===== src/verilog/fsid_pkg.sv =====
package fsid_pkg;

    // ****************************************************************
    // Opcodes
    // ****************************************************************
    localparam logic [7:0] OPC_WAKE     = 8'hab;
    localparam logic [7:0] OPC_MID      = 8'h90;
    localparam logic [7:0] OPC_MID_DUAL = 8'h92;
    localparam logic [7:0] OPC_MID_QUAD = 8'h94;
    localparam logic [7:0] OPC_JEDEC    = 8'h9f;
    localparam logic [7:0] OPC_QUAD_ON  = 8'h38;
    localparam logic [7:0] OPC_QUAD_OFF = 8'hff;

    // ****************************************************************
    // Identity bytes, all values arbitrary
    // ****************************************************************
    localparam logic [7:0] MFR_ID    = 8'h5a;
    localparam logic [7:0] DEV_ID    = 8'h3c;
    localparam logic [7:0] LEGACY_ID = 8'h4e;
    localparam logic [7:0] MEM_TYPE  = 8'h66;
    localparam logic [7:0] CAPACITY  = 8'h21;

    // ****************************************************************
    // Timing
    // ****************************************************************
    localparam int CLK_MHZ           = 10;
    localparam int WAKE_RECOVERY_NS  = 3000;
    localparam int WAKE_CYC_RAW      = (WAKE_RECOVERY_NS * CLK_MHZ + 999) / 1000;
    localparam int WAKE_RECOVERY_CYC = (WAKE_CYC_RAW < 1) ? 1 : WAKE_CYC_RAW;

    // ****************************************************************
    // Frame layout in serial clocks
    // ****************************************************************
    localparam logic [4:0] OPC_CLK_SPI    = 5'h08;
    localparam logic [4:0] OPC_CLK_QUAD   = 5'h02;
    localparam logic [4:0] ADDR_CLK_SPI   = 5'h18;
    localparam logic [4:0] ADDR_CLK_QUAD  = 5'h06;
    localparam logic [4:0] ADDR_CLK_DUAL  = 5'h10;
    localparam logic [4:0] ADDR_CLK_QIO   = 5'h08;
    localparam logic [4:0] DUMMY_CLK_QIO  = 5'h04;
    localparam logic [4:0] DUMMY_CLK_WAKE = 5'h18;
    localparam int         ADDR_LSB_PLAIN = 0;
    localparam int         ADDR_LSB_MODE  = 8;

    localparam logic [2:0] LANE1 = 3'h1;
    localparam logic [2:0] LANE2 = 3'h2;
    localparam logic [2:0] LANE4 = 3'h4;
    localparam int         SI_BIT = 0;

    localparam logic [3:0] OE_LANE1 = 4'h2;
    localparam logic [3:0] OE_LANE2 = 4'h3;
    localparam logic [3:0] OE_LANE4 = 4'hf;

    localparam logic [1:0] BYTES_WAKE  = 2'h1;
    localparam logic [1:0] BYTES_MID   = 2'h2;
    localparam logic [1:0] BYTES_JEDEC = 2'h3;

    typedef enum logic [2:0] {
        ST_OPC   = 3'b000,
        ST_ADDR  = 3'b001,
        ST_DUMMY = 3'b010,
        ST_OUT   = 3'b011,
        ST_SKIP  = 3'b100
    } fsid_state_e;

endpackage


===== src/verilog/fsid_pins_if.sv =====
`timescale 1ns/100ps
`default_nettype none
interface fsid_pins_if;
    logic       cs_n;
    logic       cs_rise;
    logic       cs_fall;
    logic       sck_rise;
    logic       sck_fall;
    logic [3:0] io;

    modport src (output cs_n, cs_rise, cs_fall, sck_rise, sck_fall, io);
    modport dst (input  cs_n, cs_rise, cs_fall, sck_rise, sck_fall, io);
endinterface
`default_nettype wire


===== src/verilog/fsid_cmd_ctrl.sv =====
`timescale 1ns/100ps
`default_nettype none
module fsid_cmd_ctrl
    import fsid_pkg::*;
(
    input  wire logic       clock_i,              // System clock, 10 MHz
    input  wire logic       resetn_i,             // Async reset, low
    input  wire logic       cs_n_i,               // Chip select pin, low
    input  wire logic       sck_i,                // Serial clock pin
    input  wire logic [3:0] io_i,                 // IO pins in
    input  wire logic       busy_i,               // Erase/program busy
    input  wire logic       quad_io_enable_bit_i, // Quad enable bit
    input  wire logic       dpd_enter_i,          // Power-down entry pulse
    output logic      [3:0] io_o,                 // IO pins out
    output logic      [3:0] io_oe_o,              // IO drive enables
    output logic            quad_command_mode_o,  // Quad command mode
    output logic            deep_power_down_o,    // In deep power-down
    output logic            wake_recovery_o       // Wake recovery running
);

    // ****************************************************************
    // Pin synchronisers and recovery timer
    // ****************************************************************
    fsid_pins_if pins ();

    fsid_pin_sync u_sync (
        .clock_i  (clock_i),
        .resetn_i (resetn_i),
        .cs_n_i   (cs_n_i),
        .sck_i    (sck_i),
        .io_i     (io_i),
        .pins     (pins)
    );

    logic rec_start;

    fsid_recovery_timer u_timer (
        .clock_i  (clock_i),
        .resetn_i (resetn_i),
        .start_i  (rec_start),
        .busy_o   (wake_recovery_o)
    );

    // ****************************************************************
    // Helpers
    // ****************************************************************
    function automatic logic [31:0] shift_in(input logic [31:0] s,
                                             input logic [3:0]  io,
                                             input logic [2:0]  ln);
        if (ln == LANE4) begin
            return {s[27:0], io};
        end else if (ln == LANE2) begin
            return {s[29:0], io[1:0]};
        end
        return {s[30:0], io[SI_BIT]};
    endfunction

    function automatic logic [2:0] addr_lanes(input logic [7:0] c, input logic q);
        if (c == OPC_MID_DUAL) begin
            return LANE2;
        end else if (c == OPC_MID_QUAD || q) begin
            return LANE4;
        end
        return LANE1;
    endfunction

    function automatic logic [4:0] addr_clk(input logic [7:0] c, input logic q);
        if (c == OPC_MID_DUAL) begin
            return ADDR_CLK_DUAL;
        end else if (c == OPC_MID_QUAD) begin
            return ADDR_CLK_QIO;
        end else if (q) begin
            return ADDR_CLK_QUAD;
        end
        return ADDR_CLK_SPI;
    endfunction

    function automatic logic [2:0] out_lanes(input logic [7:0] c, input logic q);
        if (c == OPC_MID_DUAL) begin
            return LANE2;
        end else if (c == OPC_MID_QUAD || q) begin
            return LANE4;
        end
        return LANE1;
    endfunction

    // Where the frame goes once the opcode is complete
    function automatic fsid_state_e decode(input logic [7:0] c, input logic q,
                                           input logic d, input logic b);
        if (d && c != OPC_WAKE) begin
            return ST_SKIP;
        end
        unique case (c)
            OPC_WAKE:     return (b || q) ? ST_SKIP : ST_DUMMY;
            OPC_MID:      return ST_ADDR;
            OPC_MID_DUAL: return q ? ST_SKIP : ST_ADDR;
            OPC_MID_QUAD: return q ? ST_SKIP : ST_ADDR;
            OPC_JEDEC:    return ST_OUT;
            default:      return ST_SKIP;
        endcase
    endfunction

    function automatic logic [7:0] id_byte(input logic [7:0] c, input logic [1:0] i);
        if (c == OPC_WAKE) begin
            return LEGACY_ID;
        end else if (c == OPC_JEDEC) begin
            return (i == 2'h0) ? MFR_ID : ((i == 2'h1) ? MEM_TYPE : CAPACITY);
        end
        return (i == 2'h0) ? MFR_ID : DEV_ID;
    endfunction

    function automatic logic [1:0] id_count(input logic [7:0] c);
        if (c == OPC_WAKE) begin
            return BYTES_WAKE;
        end else if (c == OPC_JEDEC) begin
            return BYTES_JEDEC;
        end
        return BYTES_MID;
    endfunction

    // ****************************************************************
    // Command state
    // ****************************************************************
    fsid_state_e st_q;
    logic [4:0]  cnt_q;
    logic [31:0] sh_q;
    logic [7:0]  cmd_q;
    logic [1:0]  start_q;
    logic        wake_pend_q;
    logic        mode_pend_q;
    logic        quad_q;
    logic        dpd_q;

    logic [2:0]  in_lanes;
    logic [31:0] sh_next;
    logic [7:0]  opc_next;
    logic [4:0]  cnt_inc;
    logic [4:0]  opc_clk;

    always_comb begin
        in_lanes = LANE1;
        if (st_q == ST_OPC) begin
            in_lanes = quad_q ? LANE4 : LANE1;
        end else if (st_q == ST_ADDR) begin
            in_lanes = addr_lanes(cmd_q, quad_q);
        end
    end

    assign sh_next  = shift_in(sh_q, pins.io, in_lanes);
    assign opc_next = sh_next[7:0];
    assign cnt_inc  = cnt_q + 5'h01;
    assign opc_clk  = quad_q ? OPC_CLK_QUAD : OPC_CLK_SPI;

    // Recovery blocks whole frames so a busy host sees no reply
    always_ff @(posedge clock_i or negedge resetn_i) begin
        if (!resetn_i) begin
            st_q        <= ST_OPC;
            cnt_q       <= 5'h00;
            sh_q        <= 32'h0000_0000;
            cmd_q       <= 8'h00;
            start_q     <= 2'h0;
            wake_pend_q <= 1'b0;
            mode_pend_q <= 1'b0;
        end else if (pins.cs_fall) begin
            st_q        <= wake_recovery_o ? ST_SKIP : ST_OPC;
            cnt_q       <= 5'h00;
            start_q     <= 2'h0;
            wake_pend_q <= 1'b0;
            mode_pend_q <= 1'b0;
        end else if (pins.sck_rise && !pins.cs_n) begin
            unique case (st_q)
                ST_OPC: begin
                    sh_q  <= sh_next;
                    cnt_q <= cnt_inc;
                    if (cnt_inc == opc_clk) begin
                        cmd_q <= opc_next;
                        cnt_q <= 5'h00;
                        st_q  <= decode(opc_next, quad_q, dpd_q, busy_i);
                        wake_pend_q <= (opc_next == OPC_WAKE) && !busy_i;
                        if (!dpd_q && opc_next == OPC_QUAD_ON) begin
                            mode_pend_q <= !quad_q && quad_io_enable_bit_i;
                        end
                        if (!dpd_q && opc_next == OPC_QUAD_OFF) begin
                            mode_pend_q <= quad_q;
                        end
                    end
                end
                ST_ADDR: begin
                    sh_q  <= sh_next;
                    cnt_q <= cnt_inc;
                    if (cnt_inc == addr_clk(cmd_q, quad_q)) begin
                        cnt_q <= 5'h00;
                        start_q <= {1'b0, (cmd_q == OPC_MID) ? sh_next[ADDR_LSB_PLAIN]
                                                             : sh_next[ADDR_LSB_MODE]};
                        st_q <= (cmd_q == OPC_MID_QUAD) ? ST_DUMMY : ST_OUT;
                    end
                end
                ST_DUMMY: begin
                    cnt_q <= cnt_inc;
                    if (cnt_inc == ((cmd_q == OPC_WAKE) ? DUMMY_CLK_WAKE
                                                        : DUMMY_CLK_QIO)) begin
                        cnt_q <= 5'h00;
                        st_q  <= ST_OUT;
                    end
                end
                ST_OUT: begin
                end
                ST_SKIP: begin
                end
                default: begin
                    st_q <= ST_SKIP;
                end
            endcase
        end
    end

    // ****************************************************************
    // Mode and power state
    // ****************************************************************
    // Only the lane mode flips here; the power-down flag and recovery
    // timer are never touched by a mode switch
    always_ff @(posedge clock_i or negedge resetn_i) begin
        if (!resetn_i) begin
            quad_q <= 1'b0;
        end else if (pins.cs_rise && mode_pend_q) begin
            quad_q <= (cmd_q == OPC_QUAD_ON);
        end
    end

    assign rec_start = pins.cs_rise && wake_pend_q && dpd_q;

    always_ff @(posedge clock_i or negedge resetn_i) begin
        if (!resetn_i) begin
            dpd_q <= 1'b0;
        end else if (dpd_enter_i) begin
            dpd_q <= 1'b1;
        end else if (rec_start) begin
            dpd_q <= 1'b0;
        end
    end

    always_ff @(posedge clock_i or negedge resetn_i) begin
        if (!resetn_i) begin
            quad_command_mode_o <= 1'b0;
            deep_power_down_o   <= 1'b0;
        end else begin
            quad_command_mode_o <= quad_q;
            deep_power_down_o   <= dpd_q;
        end
    end

    // ****************************************************************
    // Reply shifter
    // ****************************************************************
    logic [2:0] pos_q;
    logic [1:0] idx_q;
    logic       begun_q;
    logic [1:0] cur_idx;
    logic [7:0] cur_byte;
    logic [7:0] cur_sh;
    logic [2:0] olanes;
    logic [3:0] pos_sum;

    assign cur_idx  = begun_q ? idx_q : start_q;
    assign cur_byte = id_byte(cmd_q, cur_idx);
    assign olanes   = out_lanes(cmd_q, quad_q);
    assign cur_sh   = cur_byte << pos_q;
    assign pos_sum  = {1'b0, pos_q} + {1'b0, olanes};

    // Data changes on the falling edge so the host samples it stable
    always_ff @(posedge clock_i or negedge resetn_i) begin
        if (!resetn_i) begin
            io_o    <= 4'h0;
            io_oe_o <= 4'h0;
            pos_q   <= 3'h0;
            idx_q   <= 2'h0;
            begun_q <= 1'b0;
        end else if (pins.cs_fall || pins.cs_rise) begin
            io_oe_o <= 4'h0;
            pos_q   <= 3'h0;
            begun_q <= 1'b0;
        end else if (pins.sck_fall && !pins.cs_n && st_q == ST_OUT) begin
            begun_q <= 1'b1;
            pos_q   <= pos_sum[2:0];
            if (olanes == LANE4) begin
                io_o    <= cur_sh[7:4];
                io_oe_o <= OE_LANE4;
            end else if (olanes == LANE2) begin
                io_o    <= {2'h0, cur_sh[7:6]};
                io_oe_o <= OE_LANE2;
            end else begin
                io_o    <= {2'h0, cur_sh[7], 1'b0};
                io_oe_o <= OE_LANE1;
            end
            idx_q <= cur_idx;
            if (pos_sum[3]) begin
                idx_q <= (cur_idx + 2'h1 == id_count(cmd_q)) ? 2'h0
                                                            : cur_idx + 2'h1;
            end
        end
    end
endmodule
`default_nettype wire


===== src/verilog/fsid_pin_sync.sv =====
`timescale 1ns/100ps
`default_nettype none
module fsid_pin_sync (
    input  wire logic       clock_i,  // System clock
    input  wire logic       resetn_i, // Async reset, low
    input  wire logic       cs_n_i,   // Chip select pin
    input  wire logic       sck_i,    // Serial clock pin
    input  wire logic [3:0] io_i,     // IO pins
    fsid_pins_if.src        pins      // Synchronised view
);
    localparam logic [5:0] IDLE = 6'h01;

    logic [5:0] s1_q;
    logic [5:0] s2_q;
    logic [1:0] s3_q;

    // Stage one feeds stage two only
    always_ff @(posedge clock_i or negedge resetn_i) begin
        if (!resetn_i) begin
            s1_q <= IDLE;
            s2_q <= IDLE;
            s3_q <= IDLE[1:0];
        end else begin
            s1_q <= {io_i, sck_i, cs_n_i};
            s2_q <= s1_q;
            s3_q <= s2_q[1:0];
        end
    end

    assign pins.cs_n     = s2_q[0];
    assign pins.cs_rise  = s2_q[0] & ~s3_q[0];
    assign pins.cs_fall  = ~s2_q[0] & s3_q[0];
    assign pins.sck_rise = s2_q[1] & ~s3_q[1];
    assign pins.sck_fall = ~s2_q[1] & s3_q[1];
    assign pins.io       = s2_q[5:2];
endmodule
`default_nettype wire


===== src/verilog/fsid_recovery_timer.sv =====
`timescale 1ns/100ps
`default_nettype none
module fsid_recovery_timer
    import fsid_pkg::*;
(
    input  wire logic clock_i,  // System clock
    input  wire logic resetn_i, // Async reset, low
    input  wire logic start_i,  // Start pulse
    output logic      busy_o    // Recovery running
);
    localparam logic [7:0] CNT_LOAD = 8'(WAKE_RECOVERY_CYC);
    localparam logic [7:0] CNT_ONE  = 8'h01;

    logic [7:0] cnt_q;

    always_ff @(posedge clock_i or negedge resetn_i) begin
        if (!resetn_i) begin
            cnt_q  <= 8'h00;
            busy_o <= 1'b0;
        end else if (start_i) begin
            cnt_q  <= CNT_LOAD;
            busy_o <= 1'b1;
        end else if (busy_o) begin
            cnt_q  <= cnt_q - CNT_ONE;
            busy_o <= (cnt_q != CNT_ONE);
        end
    end
endmodule
`default_nettype wire

===== config.mk =====
export PLATFORM = sky130hd
export DESIGN_NAME = fsid_cmd_ctrl
export DESIGN_NICKNAME = d
export VERILOG_FILES = /design/src/verilog/fsid_pkg.sv /design/src/verilog/fsid_pins_if.sv /design/src/verilog/fsid_cmd_ctrl.sv /design/src/verilog/fsid_pin_sync.sv /design/src/verilog/fsid_recovery_timer.sv
export SDC_FILE = /design/constraint.sdc
export NUM_CORES = 1
export LEC_CHECK = 0
export BUFFER_PORTS_ARGS = -buffer_cell sky130_fd_sc_hd__buf_2
export CAP_MARGIN = 20
export CORE_MARGIN = 2
export CORE_UTILIZATION = 40
export CTS_BUF_LIST = sky130_fd_sc_hd__clkbuf_8
export CTS_CLUSTER_DIAMETER = 200
export DETAILED_ROUTE_END_ITERATION = 6
export PLACE_DENSITY = 0.6
export SLEW_MARGIN = 30
export SYNTH_ARGS = -nofsm -noshare
export SYNTH_HDL_FRONTEND = slang
export SYNTH_HIERARCHICAL = 1
export SYNTH_SLANG_ARGS = --single-unit

===== constraint.sdc =====
create_clock -name clock_i -period 3.6 [get_ports clock_i]
set_input_delay 1.08 -clock clock_i [delete_from_list [all_inputs] [get_ports clock_i]]
set_output_delay 1.08 -clock clock_i [all_outputs]
set_load 0.05 [all_outputs]

### Yosys cells after proc, flatten, opt, wreduce, memory -nomap -nowiden

Cells that the tools add are included.

* bits in registers: 69
* logic and storage cells: 214
* output and inout bits: 11
* bits of input ports: 11

* add/subtract/negate cells: 4
* reduce and logical (&&, ||, !) cells: 41
* shift-type cells: 1
* equal/unequal tests: 32
* multiplexer cells: 105
* bitwise operators: 10

Operators with widths (number)
* 8-bit equality test, second input constant: 11
* 5-bit 2-to-1 mux: 13
* 3-bit 2-to-1 mux: 18
* 1-bit 2-to-1 mux: 42
* 8-bit 2-to-1 mux: 5
* 9-bit 2-to-1 mux: 3
* 2-bit 2-to-1 mux: 13
* 3-bit one-hot mux with 4 select lines: 2
* 7-bit 2-to-1 mux: 3
* 4-bit 2-to-1 mux: 5
* 8-bit by 6-bit equality test with 1-bit output, second input constant: 2
* 2-bit nonzero test: 8
* 5-bit one-hot mux with 3 select lines: 1
* 3-bit by 2-bit equality test with 1-bit output, second input constant: 4
* 1-bit logical AND: 11
* 5-bit equality test: 2
* 3-bit equality test, second input constant: 3
* 3-bit AND reduction: 3
* 8-bit by 1-bit inequality test with 1-bit output, second input constant: 1
* 8-bit inequality test, second input constant: 1
* 4-bit AND reduction: 2
* 8-bit by 3-bit << shifter with 8-bit output: 1
* 8-bit by 1-bit subtractor with 8-bit output, second input constant: 1
* 3-bit by 2-bit inequality test with 1-bit output, second input constant: 2
* 20 further kinds: 36

### Logic depth before layout (Yosys ltp)

Gate-level depths: netlist of the first run.

* depth in word-level cells: 25
* gate-level depth with buffers: 11
* mapped depth without buffers: 10

### By module

The synthesis of the first run kept the hierarchy.

Modules (own cells, without submodules)
* fsid_cmd_ctrl: area each 3190.6 um^2, sequential area each 1076.0 um^2, cells an instance 382, instances 1
* fsid_recovery_timer: area each 456.7 um^2, sequential area each 225.2 um^2, cells an instance 42, instances 1
* fsid_pin_sync: area each 419.2 um^2, sequential area each 354.1 um^2, cells an instance 22, instances 1

### Least setup slack after synthesis of the first run

No wires, ideal clock.

* path kind: register -> register
* from: register cmd_q[3]
* to: register mode_pend_q
* path slack: 560 ps
* period minus slack after synthesis: 3040 ps
* path buffers: 1
* data arrival time: 2907 ps
* setup time: 133 ps
* required time: 3467 ps
* stages on the path, launching flop included: 10
* cells stage by stage: dfrtp_1 > or4b_1 > buf_2 > nor4_4 > nor2_2 > a221o_1 > or4b_1 > a2111o_1 > nor3_1 > nor3_2

* cells in the longest elaborated chain, start to end: 20
* elaborated cells on any way between the ends: 28
* those cells by class: 6 x eq/ne; 17 x mux; 5 x reduce/logical

RTL lines
* from (decl): line fsid_cmd_ctrl.sv:127 `logic [7:0] cmd_q;`
* from (signal assigned): line fsid_cmd_ctrl.sv:176 `cmd_q <= opc_next;`
* 8-bit equality test: line fsid_cmd_ctrl.sv:61 `end else if (c == OPC_MID_QUAD || q) begin`
* 1-bit logical OR: line fsid_cmd_ctrl.sv:61
* 1-bit 2-to-1 mux: line fsid_cmd_ctrl.sv:61
* 1-bit 2-to-1 mux: line fsid_cmd_ctrl.sv:59 `if (c == OPC_MID_DUAL) begin`
* 1-bit 2-to-1 mux: line fsid_cmd_ctrl.sv:144 `end else if (st_q == ST_ADDR) begin`
* 1-bit 2-to-1 mux: line fsid_cmd_ctrl.sv:142 `if (st_q == ST_OPC) begin`
* 3-bit 2-to-1 mux *: line fsid_cmd_ctrl.sv:64 `return LANE1;`
* 3-bit 2-to-1 mux *: line fsid_cmd_ctrl.sv:144
* (+4 left out)
* 9-bit 2-to-1 mux *: line fsid_cmd_ctrl.sv:55 `return {s[30:0], io[SI_BIT]};`
* 8-bit equality test: line fsid_cmd_ctrl.sv:183 `if (!dpd_q && opc_next == OPC_QUAD_OFF) begin`
* 1-bit logical AND: line fsid_cmd_ctrl.sv:183
* 1-bit 2-to-1 mux: line fsid_cmd_ctrl.sv:183
* 1-bit 2-to-1 mux: line fsid_cmd_ctrl.sv:175 `if (cnt_inc == opc_clk) begin`
* 1-bit 2-to-1 mux: line fsid_cmd_ctrl.sv:171 `unique case (st_q)`
* 1-bit 2-to-1 mux: line fsid_cmd_ctrl.sv:170 `end else if (pins.sck_rise && !pins.cs_n) begin`
* 1-bit 2-to-1 mux: line fsid_cmd_ctrl.sv:164 `end else if (pins.cs_fall) begin`
* to (signal assigned): line fsid_cmd_ctrl.sv:181 `mode_pend_q <= !quad_q && quad_io_enable_bit_i;`
* to (signal assigned): line fsid_cmd_ctrl.sv:184 `mode_pend_q <= quad_q;`
* to (decl): line fsid_cmd_ctrl.sv:130 `logic mode_pend_q;`

Mark *: on every way between the ends. The rest lies on a longest branch, timed or not. The select of a mux whose other input is x is not followed.
A chain may end at the register's enable or synchronous reset.

### Worst setup path in the final report of the first run

* from: register cmd_q[4]
* to: register mode_pend_q

The elaborated chain is that of the path after synthesis.

==> results of run 1 <==
==> per-layer routing <==
layer / routed length (um) / GRT usage [%] / vias to the layer above
li1: - / - / 1663
met1: 4670 / 26.1 / 1686
met2: 4660 / 31.0 / 118
met3: 531 / 3.56 / 21
met4: 181 / 6.76 / 0
met5: 0 / 0 / -
==> cell type report <==
type	instances	area (sq um)	share of cell area (%)
clock inverter	5	53.8	1.19
clock buffer	11	151	3.34
timing repair buffer	37	238	5.24
sequential	66	1660	36.5
tap	133	166	3.67
multi-input combinational	325	2190	48.2
inverter	23	86.3	1.90
==> cell usage after synthesis (5+ instances only) <==
cell type	count	area, sq um
xnor2_1	6	52.6
nand2b_1	6	37.5
ha_1	8	100
a211oi_1	5	37.5
inv_1	22	82.6
clkbuf_1	20	75.1
nor2_1	41	154
a21oi_1	25	125
o21ai_0	18	90.1
nor3_1	12	60.1
o21ai_1	7	35.0
buf_2	5	25.0
nand2_1	38	143
mux2i_1	8	80.1
mux2_2	5	56.3
dfrtp_1	63	1580
a22o_1	5	43.8
and3_1	6	37.5
nand3_1	12	60.1
nor2b_1	7	43.8
a221oi_1	5	43.8
buf_4	6	45.0
a31oi_1	9	56.3
==> cell families after synthesis <==
kind of cell               after synthesis
and+or+nand+nor                        172
muxes                                   13
buffers and inverters                   55
DFF                                     66
AOI/OAI and AO/OA                      121
xor gates and xnor gates                 9
adders and majority gates               10
==> sequential cells by signal, indices dropped and copies added (netlist names), 2 cells and up <==
register / count
pos_q: 3
u_sync/s2_q: 6
cmd_q: 8
st_q: 3
u_sync/s3_q: 2
u_sync/s1_q: 6
io_oe_o: 3
cnt_q: 5
u_timer/cnt_q: 8
io_o: 4
sh_q: 8
idx_q: 2
==> critical path, cell delays in order, from the launching register on <==
cell	delay, ns
dfrtp_1	0.43
nor2b_1	0.58
a31oi_1	0.19
o22ai_1	0.44
a221oi_1	0.32
or4_1	0.57
a2111o_1	0.41
nor3_1	0.24
nor3_2	0.05
==> per-stage QoR <==
| step | hold slack [ns] | setup WS [ns] | cell area (sq um) | utilization [%] | total power, uW |
|---|---|---|---|---|---|
| after floorplan | 0.331 | 0.560 | 4070 | - | 1310 |
| after global routing | 0.361 | 0.0318 | 4540 | 46.2 | 2270 |
| final | 0.349 | 0.256 | 4540 | 46.2 | 2140 |
| after global placement | 0.334 | 0.290 | 4330 | 44.1 | 1500 |
| after CTS | 0.351 | 0.204 | 4530 | 46.2 | 2150 |
| after detailed placement | 0.335 | 0.218 | 4330 | 44.1 | 1500 |
==> where the power goes <==
group / internal (uW) / switching (uW) / leakage, uW
clock: 354 / 291 / 0.000103
sequential: 849 / 142 / 0.000838
combinational: 218 / 284 / 0.000961
==> worst max path at each step <==
stage / start / end / slack (ns) / cells past startpoint
after floorplan: cmd_q[3]$_DFFE_PN0P_ / mode_pend_q$_DFFE_PN0P_ / 0.56 / 9
after global placement: cmd_q[3]$_DFFE_PN0P_ / mode_pend_q$_DFFE_PN0P_ / 0.29 / 8
after detailed placement: cmd_q[3]$_DFFE_PN0P_ / mode_pend_q$_DFFE_PN0P_ / 0.22 / 8
after CTS: cmd_q[5]$_DFFE_PN0P_ / mode_pend_q$_DFFE_PN0P_ / 0.20 / 8
after global routing: cmd_q[4]$_DFFE_PN0P_ / mode_pend_q$_DFFE_PN0P_ / 0.03 / 8
final: cmd_q[4]$_DFFE_PN0P_ / mode_pend_q$_DFFE_PN0P_ / 0.26 / 8
==> cells in the final DEF (no fill, tap or decap), drive strengths merged, types with 6 or more instances in the layout <==
cell type	instances
inv	23
buf	37
o21ai	25
xnor2	6
ha	8
a221oi	6
nor3	13
nor2b	7
dfrtp	63
a31oi	9
and3	6
nand3	12
clkbuf	11
a21oi	25
nand2b	6
nand2	38
nor2	42
mux2i	8
==> impl_metrics.ini, run 1 <==
[hold_path]
min_from = u_sync/s1_q[1]$_DFF_PN0_
holdPathStages = 0
min_path_type = flop to flop
holdPathEnd = u_sync/s2_q[1]$_DFF_PN0_

[grt]
grt_max_degree = 39
overflow = 0
grt_pass1_wl_mm = 17.0
track_usage_pct = 19.3
grt_antenna_before_repair = 0
first_global_vias = 3382

[cells_and_area]
final_cells = 600
syn_to_final_growth_pct = 11.6
antenna_cells = 0
layout-drive-gt1-share_pct = 17.3
fin_nets = 482
fillers = 974

[worst_setup_path]
path_class = flop to flop
cp-end-kind = flop
critPathRequiredTime_ns = 3.83
regToRegEndpoint = mode_pend_q$_DFFE_PN0P_
reg2reg_slack_ns = 0.26
rr_worst_depth = 8
rr_startpoint = cmd_q[4]$_DFFE_PN0P_
arrival_ns = 3.58
critPathMaxFanout = 9
crit_path_start_kind = flop

[placement]
dp.cells = 584
place_hpwl_mm = 7.34
gp_congestion = 0.938
io_buffers = 21

[synth]
yosys.area_share.simple_pct = 24.1
synth_compound_area_share_pct = 20.9
ys_types = 84
async_reset_ff_share_pct = 100
synth_top_family_by_area = simple AND/OR/NAND/NOR gates
syn_inst = 446
ys.flop_type = dfrtp_1
synth_fa_ha_area_share_pct = 3.20
avgSynthCellArea_sq_um = 9.12
muxShareOfSynthArea_pct = 3.35
yosys_warnings = 6
synth-seq-area-share_pct = 40.7
synth-edff-count = 0
yosys.area_share.xor_xnor_pct = 1.94
synth-seq-cells = 66
syn_nets = 466
syn_area_sq_um = 4070

[detailed_routing]
detail_route.iter0.violations = 250
routedWlPerCell_um = 16.7
detail-route-antenna-nets = 0
dr_total_vias = 3488
dr.pass1.iters = 7
routed_wl_mm = 10.0
drcViolationCount = 0
drt-vias-per-instance = 5.81

[floorplan]
chipWidth_um = 105
start_util_pct = 41.4
die-area_sq_um = 11000
row_count = 36
core-area_sq_um = 9820
fp.dieH_um = 105
ios = 22

[timing]
report.final.slew_viol_count = 0
fmax_ghz = 0.299
fin_crit_sh_pct = 92.9
rsz0062_at_grt = no
fin_tns_setup_ns = 0
setup_viol = 0
clock_skew_ns = 0.00544
timing.slew.headroom_pct = 45.1
post-route-min-period_ns = 3.34
hold_viol_final = 0
worst_pin_slew_ns = 0.823

[cts]
clkTransAtPathRegs_ns = 0.07
cts_sinks = 66
ctsResizeCount = 0
cts_buffer_depth = 2
cts.htree.levels = 3
cts_root_buf = clkbuf_8
holdBufCountCts = 0
cts_buffers = 9
clock_latency_ns = 0.35
cts_tree = built
postCtsSetupBuffers = 0

[run]
drv_cap = 0

[pwr]
vdd_drop_max_uv = 352
power.density_nw_per_um2 = 471
power.leakage_uw = 0.00190

[status]
status = complete, no violations
Note: power is estimated with default switching activity, not from simulation.
==> inputs of run 2 (changes only) <==
--- a/config.mk
+++ b/config.mk
@@ -13,6 +13,7 @@
 export CTS_CLUSTER_DIAMETER = 200
 export DETAILED_ROUTE_END_ITERATION = 6
 export PLACE_DENSITY = 0.6
+export RECOVER_POWER = 25
 export SLEW_MARGIN = 30
 export SYNTH_ARGS = -nofsm -noshare
 export SYNTH_HDL_FRONTEND = slang
==> run 2 against run 1 <==
Final area about the same. Critical path depth shrank 1. Power fell by 0.17%. Die area stayed put. Global-route usage is the same. Final cell count is the same. The run now ends with capacitance limit, slew limit left. Via count decreased by 0.92%. Largest power group unchanged. Wire length fell by 0.40%. Combinational power about the same.
==> impl_metrics.ini, run 2 (synthesized netlist as in run 1, its figures left out) <==
[status]
status = finished, violations left
violations = capacitance limit, slew limit

[cells_and_area]
final_cell_mix = dfrtp_1, nor2_1, nand2_1
antenna_cells = 0
fin_nets = 482
syn_to_final_growth_pct = 11.5
layout_commonest_cell = dfrtp_1
reg.largest.list = cmd_q (8), sh_q (8), u_timer/cnt_q (8)
layout-drive-gt1-share_pct = 16.7
final_util_pct = 46.2
final_cells = 600

[timing]
clock_skew_ns = 0.00550
setup_viol = 0
worst_pin_slew_ns = 1.71
fin_crit_sh_pct = 92.2
report.final.slew_viol_count = 29
fin_tns_setup_ns = 0
timing.slew.headroom_pct = -14.2
fmax_ghz = 0.301
post-route-min-period_ns = 3.32
rsz0062_at_grt = no
hold_viol_final = 0

[detailed_routing]
dr.pass1.iters = 7
detail_route.iter0.violations = 253
detail-route-antenna-nets = 0
drcViolationCount = 0
dr_total_vias = 3456
routed_wl_mm = 10.0
routedWlPerCell_um = 16.7
drt-vias-per-instance = 5.76

[worst_setup_path]
critPathRequiredTime_ns = 3.83
crit_start = st_q[0]$_DFFE_PN0P_
arrival_ns = 3.54
path_cells = or3b_1 > o22ai_1 > a221oi_1 > or4_1 > a2111o_1 > nor3_1 > nor3_2
reg2reg_slack_ns = 0.28
critPathMaxFanout = 11
path_class = flop to flop
crit_family = simple AND/OR/NAND/NOR gates
crit_path_start_kind = flop
cp_slowest_cell = or3b_1
rr_startpoint = st_q[0]$_DFFE_PN0P_
regToRegEndpoint = mode_pend_q$_DFFE_PN0P_
cp_num_cells = 7
critPathBufInv = 0
slowest_delay_ns = 0.57
rr_worst_depth = 7
cp-end-kind = flop

[cts]
clock_latency_ns = 0.34
cts_buffers = 9
cts_root_buf = clkbuf_8
cts_buffer_depth = 2
cts_sinks = 66
holdBufCountCts = 0
cts_tree = built
clkTransAtPathRegs_ns = 0.07
cts.htree.levels = 3

[hold_path]
holdPathStages = 0
min_from = u_sync/s1_q[1]$_DFF_PN0_
holdPathEnd = u_sync/s2_q[1]$_DFF_PN0_
min_path_type = flop to flop

[grt]
grt_max_degree = 39
grt_antenna_before_repair = 0
track_usage_pct = 19.3
first_global_vias = 3382
grt_pass1_wl_mm = 17.0
overflow = 0

[run]
drv_cap = 1

[placement]
dp.cells = 584
gp_congestion = 0.938
io_buffers = 21
place_hpwl_mm = 7.34

[floorplan]
core-area_sq_um = 9820
fp.dieH_um = 105
row_count = 36
die-area_sq_um = 11000
ios = 22
chipWidth_um = 105
start_util_pct = 41.4

[pwr]
power.leakage_uw = 0.00190
vdd_drop_max_uv = 352
power.density_nw_per_um2 = 471
## run 2: layout make-up
| class | instances | area (sq um) |
|---|---|---|
| fillers | 976 | 5290 |
| multi-input cells | 325 | 2180 |
| flip-flops and latches | 66 | 1660 |
| repair buffers | 37 | 236 |
| well taps | 133 | 166 |
| clock buffers | 11 | 151 |
| inverters | 23 | 86.3 |
| clock inverters | 5 | 53.8 |
## run 2: report_power, final
| part | switching [uW] | internal [uW] | total (uW) |
|---|---|---|---|
| registers | 141 | 849 | 990 |
| logic | 284 | 218 | 502 |
| clock network | 288 | 354 | 642 |
| total | 713 | 1420 | 2130 |
## run 2: repair_timing
item / CTS / global route
gates resized for setup: 0 / 1
endpoints found under the setup margin: 0 / 1
setup buffers: 0 / 0
## run 2: worst reg2reg max path: cells and delay by family (launching register included)
kind            cells  cell delay [ns]
simple gates        4             1.43
compound gates      3             1.23
flops               1             0.54
## run 2: per-stage QoR
| step | area, sq um | setup WS, ns | hold WS (ns) | total power (uW) |
|---|---|---|---|---|
| detailed placement | 4330 | 0.218 | 0.335 | 1500 |
| floorplan | 4070 | 0.560 | 0.331 | 1310 |
| global placement | 4330 | 0.290 | 0.334 | 1500 |
| finish | 4530 | 0.281 | 0.349 | 2130 |
| CTS | 4530 | 0.204 | 0.351 | 2150 |
| global route | 4530 | 0.0318 | 0.363 | 2270 |
## run 2: how the worst max path moves through the flow
| stage | to |
|---|---|
| 3_5_place_dp | mode_pend_q$_DFFE_PN0P_ |
| 4_1_cts | mode_pend_q$_DFFE_PN0P_ |
| 5_1_grt | mode_pend_q$_DFFE_PN0P_ |
| 6_report | mode_pend_q$_DFFE_PN0P_ |
| 3_3_place_gp | mode_pend_q$_DFFE_PN0P_ |
| 2_1_floorplan | mode_pend_q$_DFFE_PN0P_ |
## run 2: layer usage
metal  vias to the layer above  global-route usage [%]  share of wire [%]
met5                         -                       0                  0
met4                         0                    6.76                2.2
met3                        21                    3.56                5.6
met2                       109                    31.0                 46
met1                      1664                    26.1                 46
li1                       1662                       -                  -
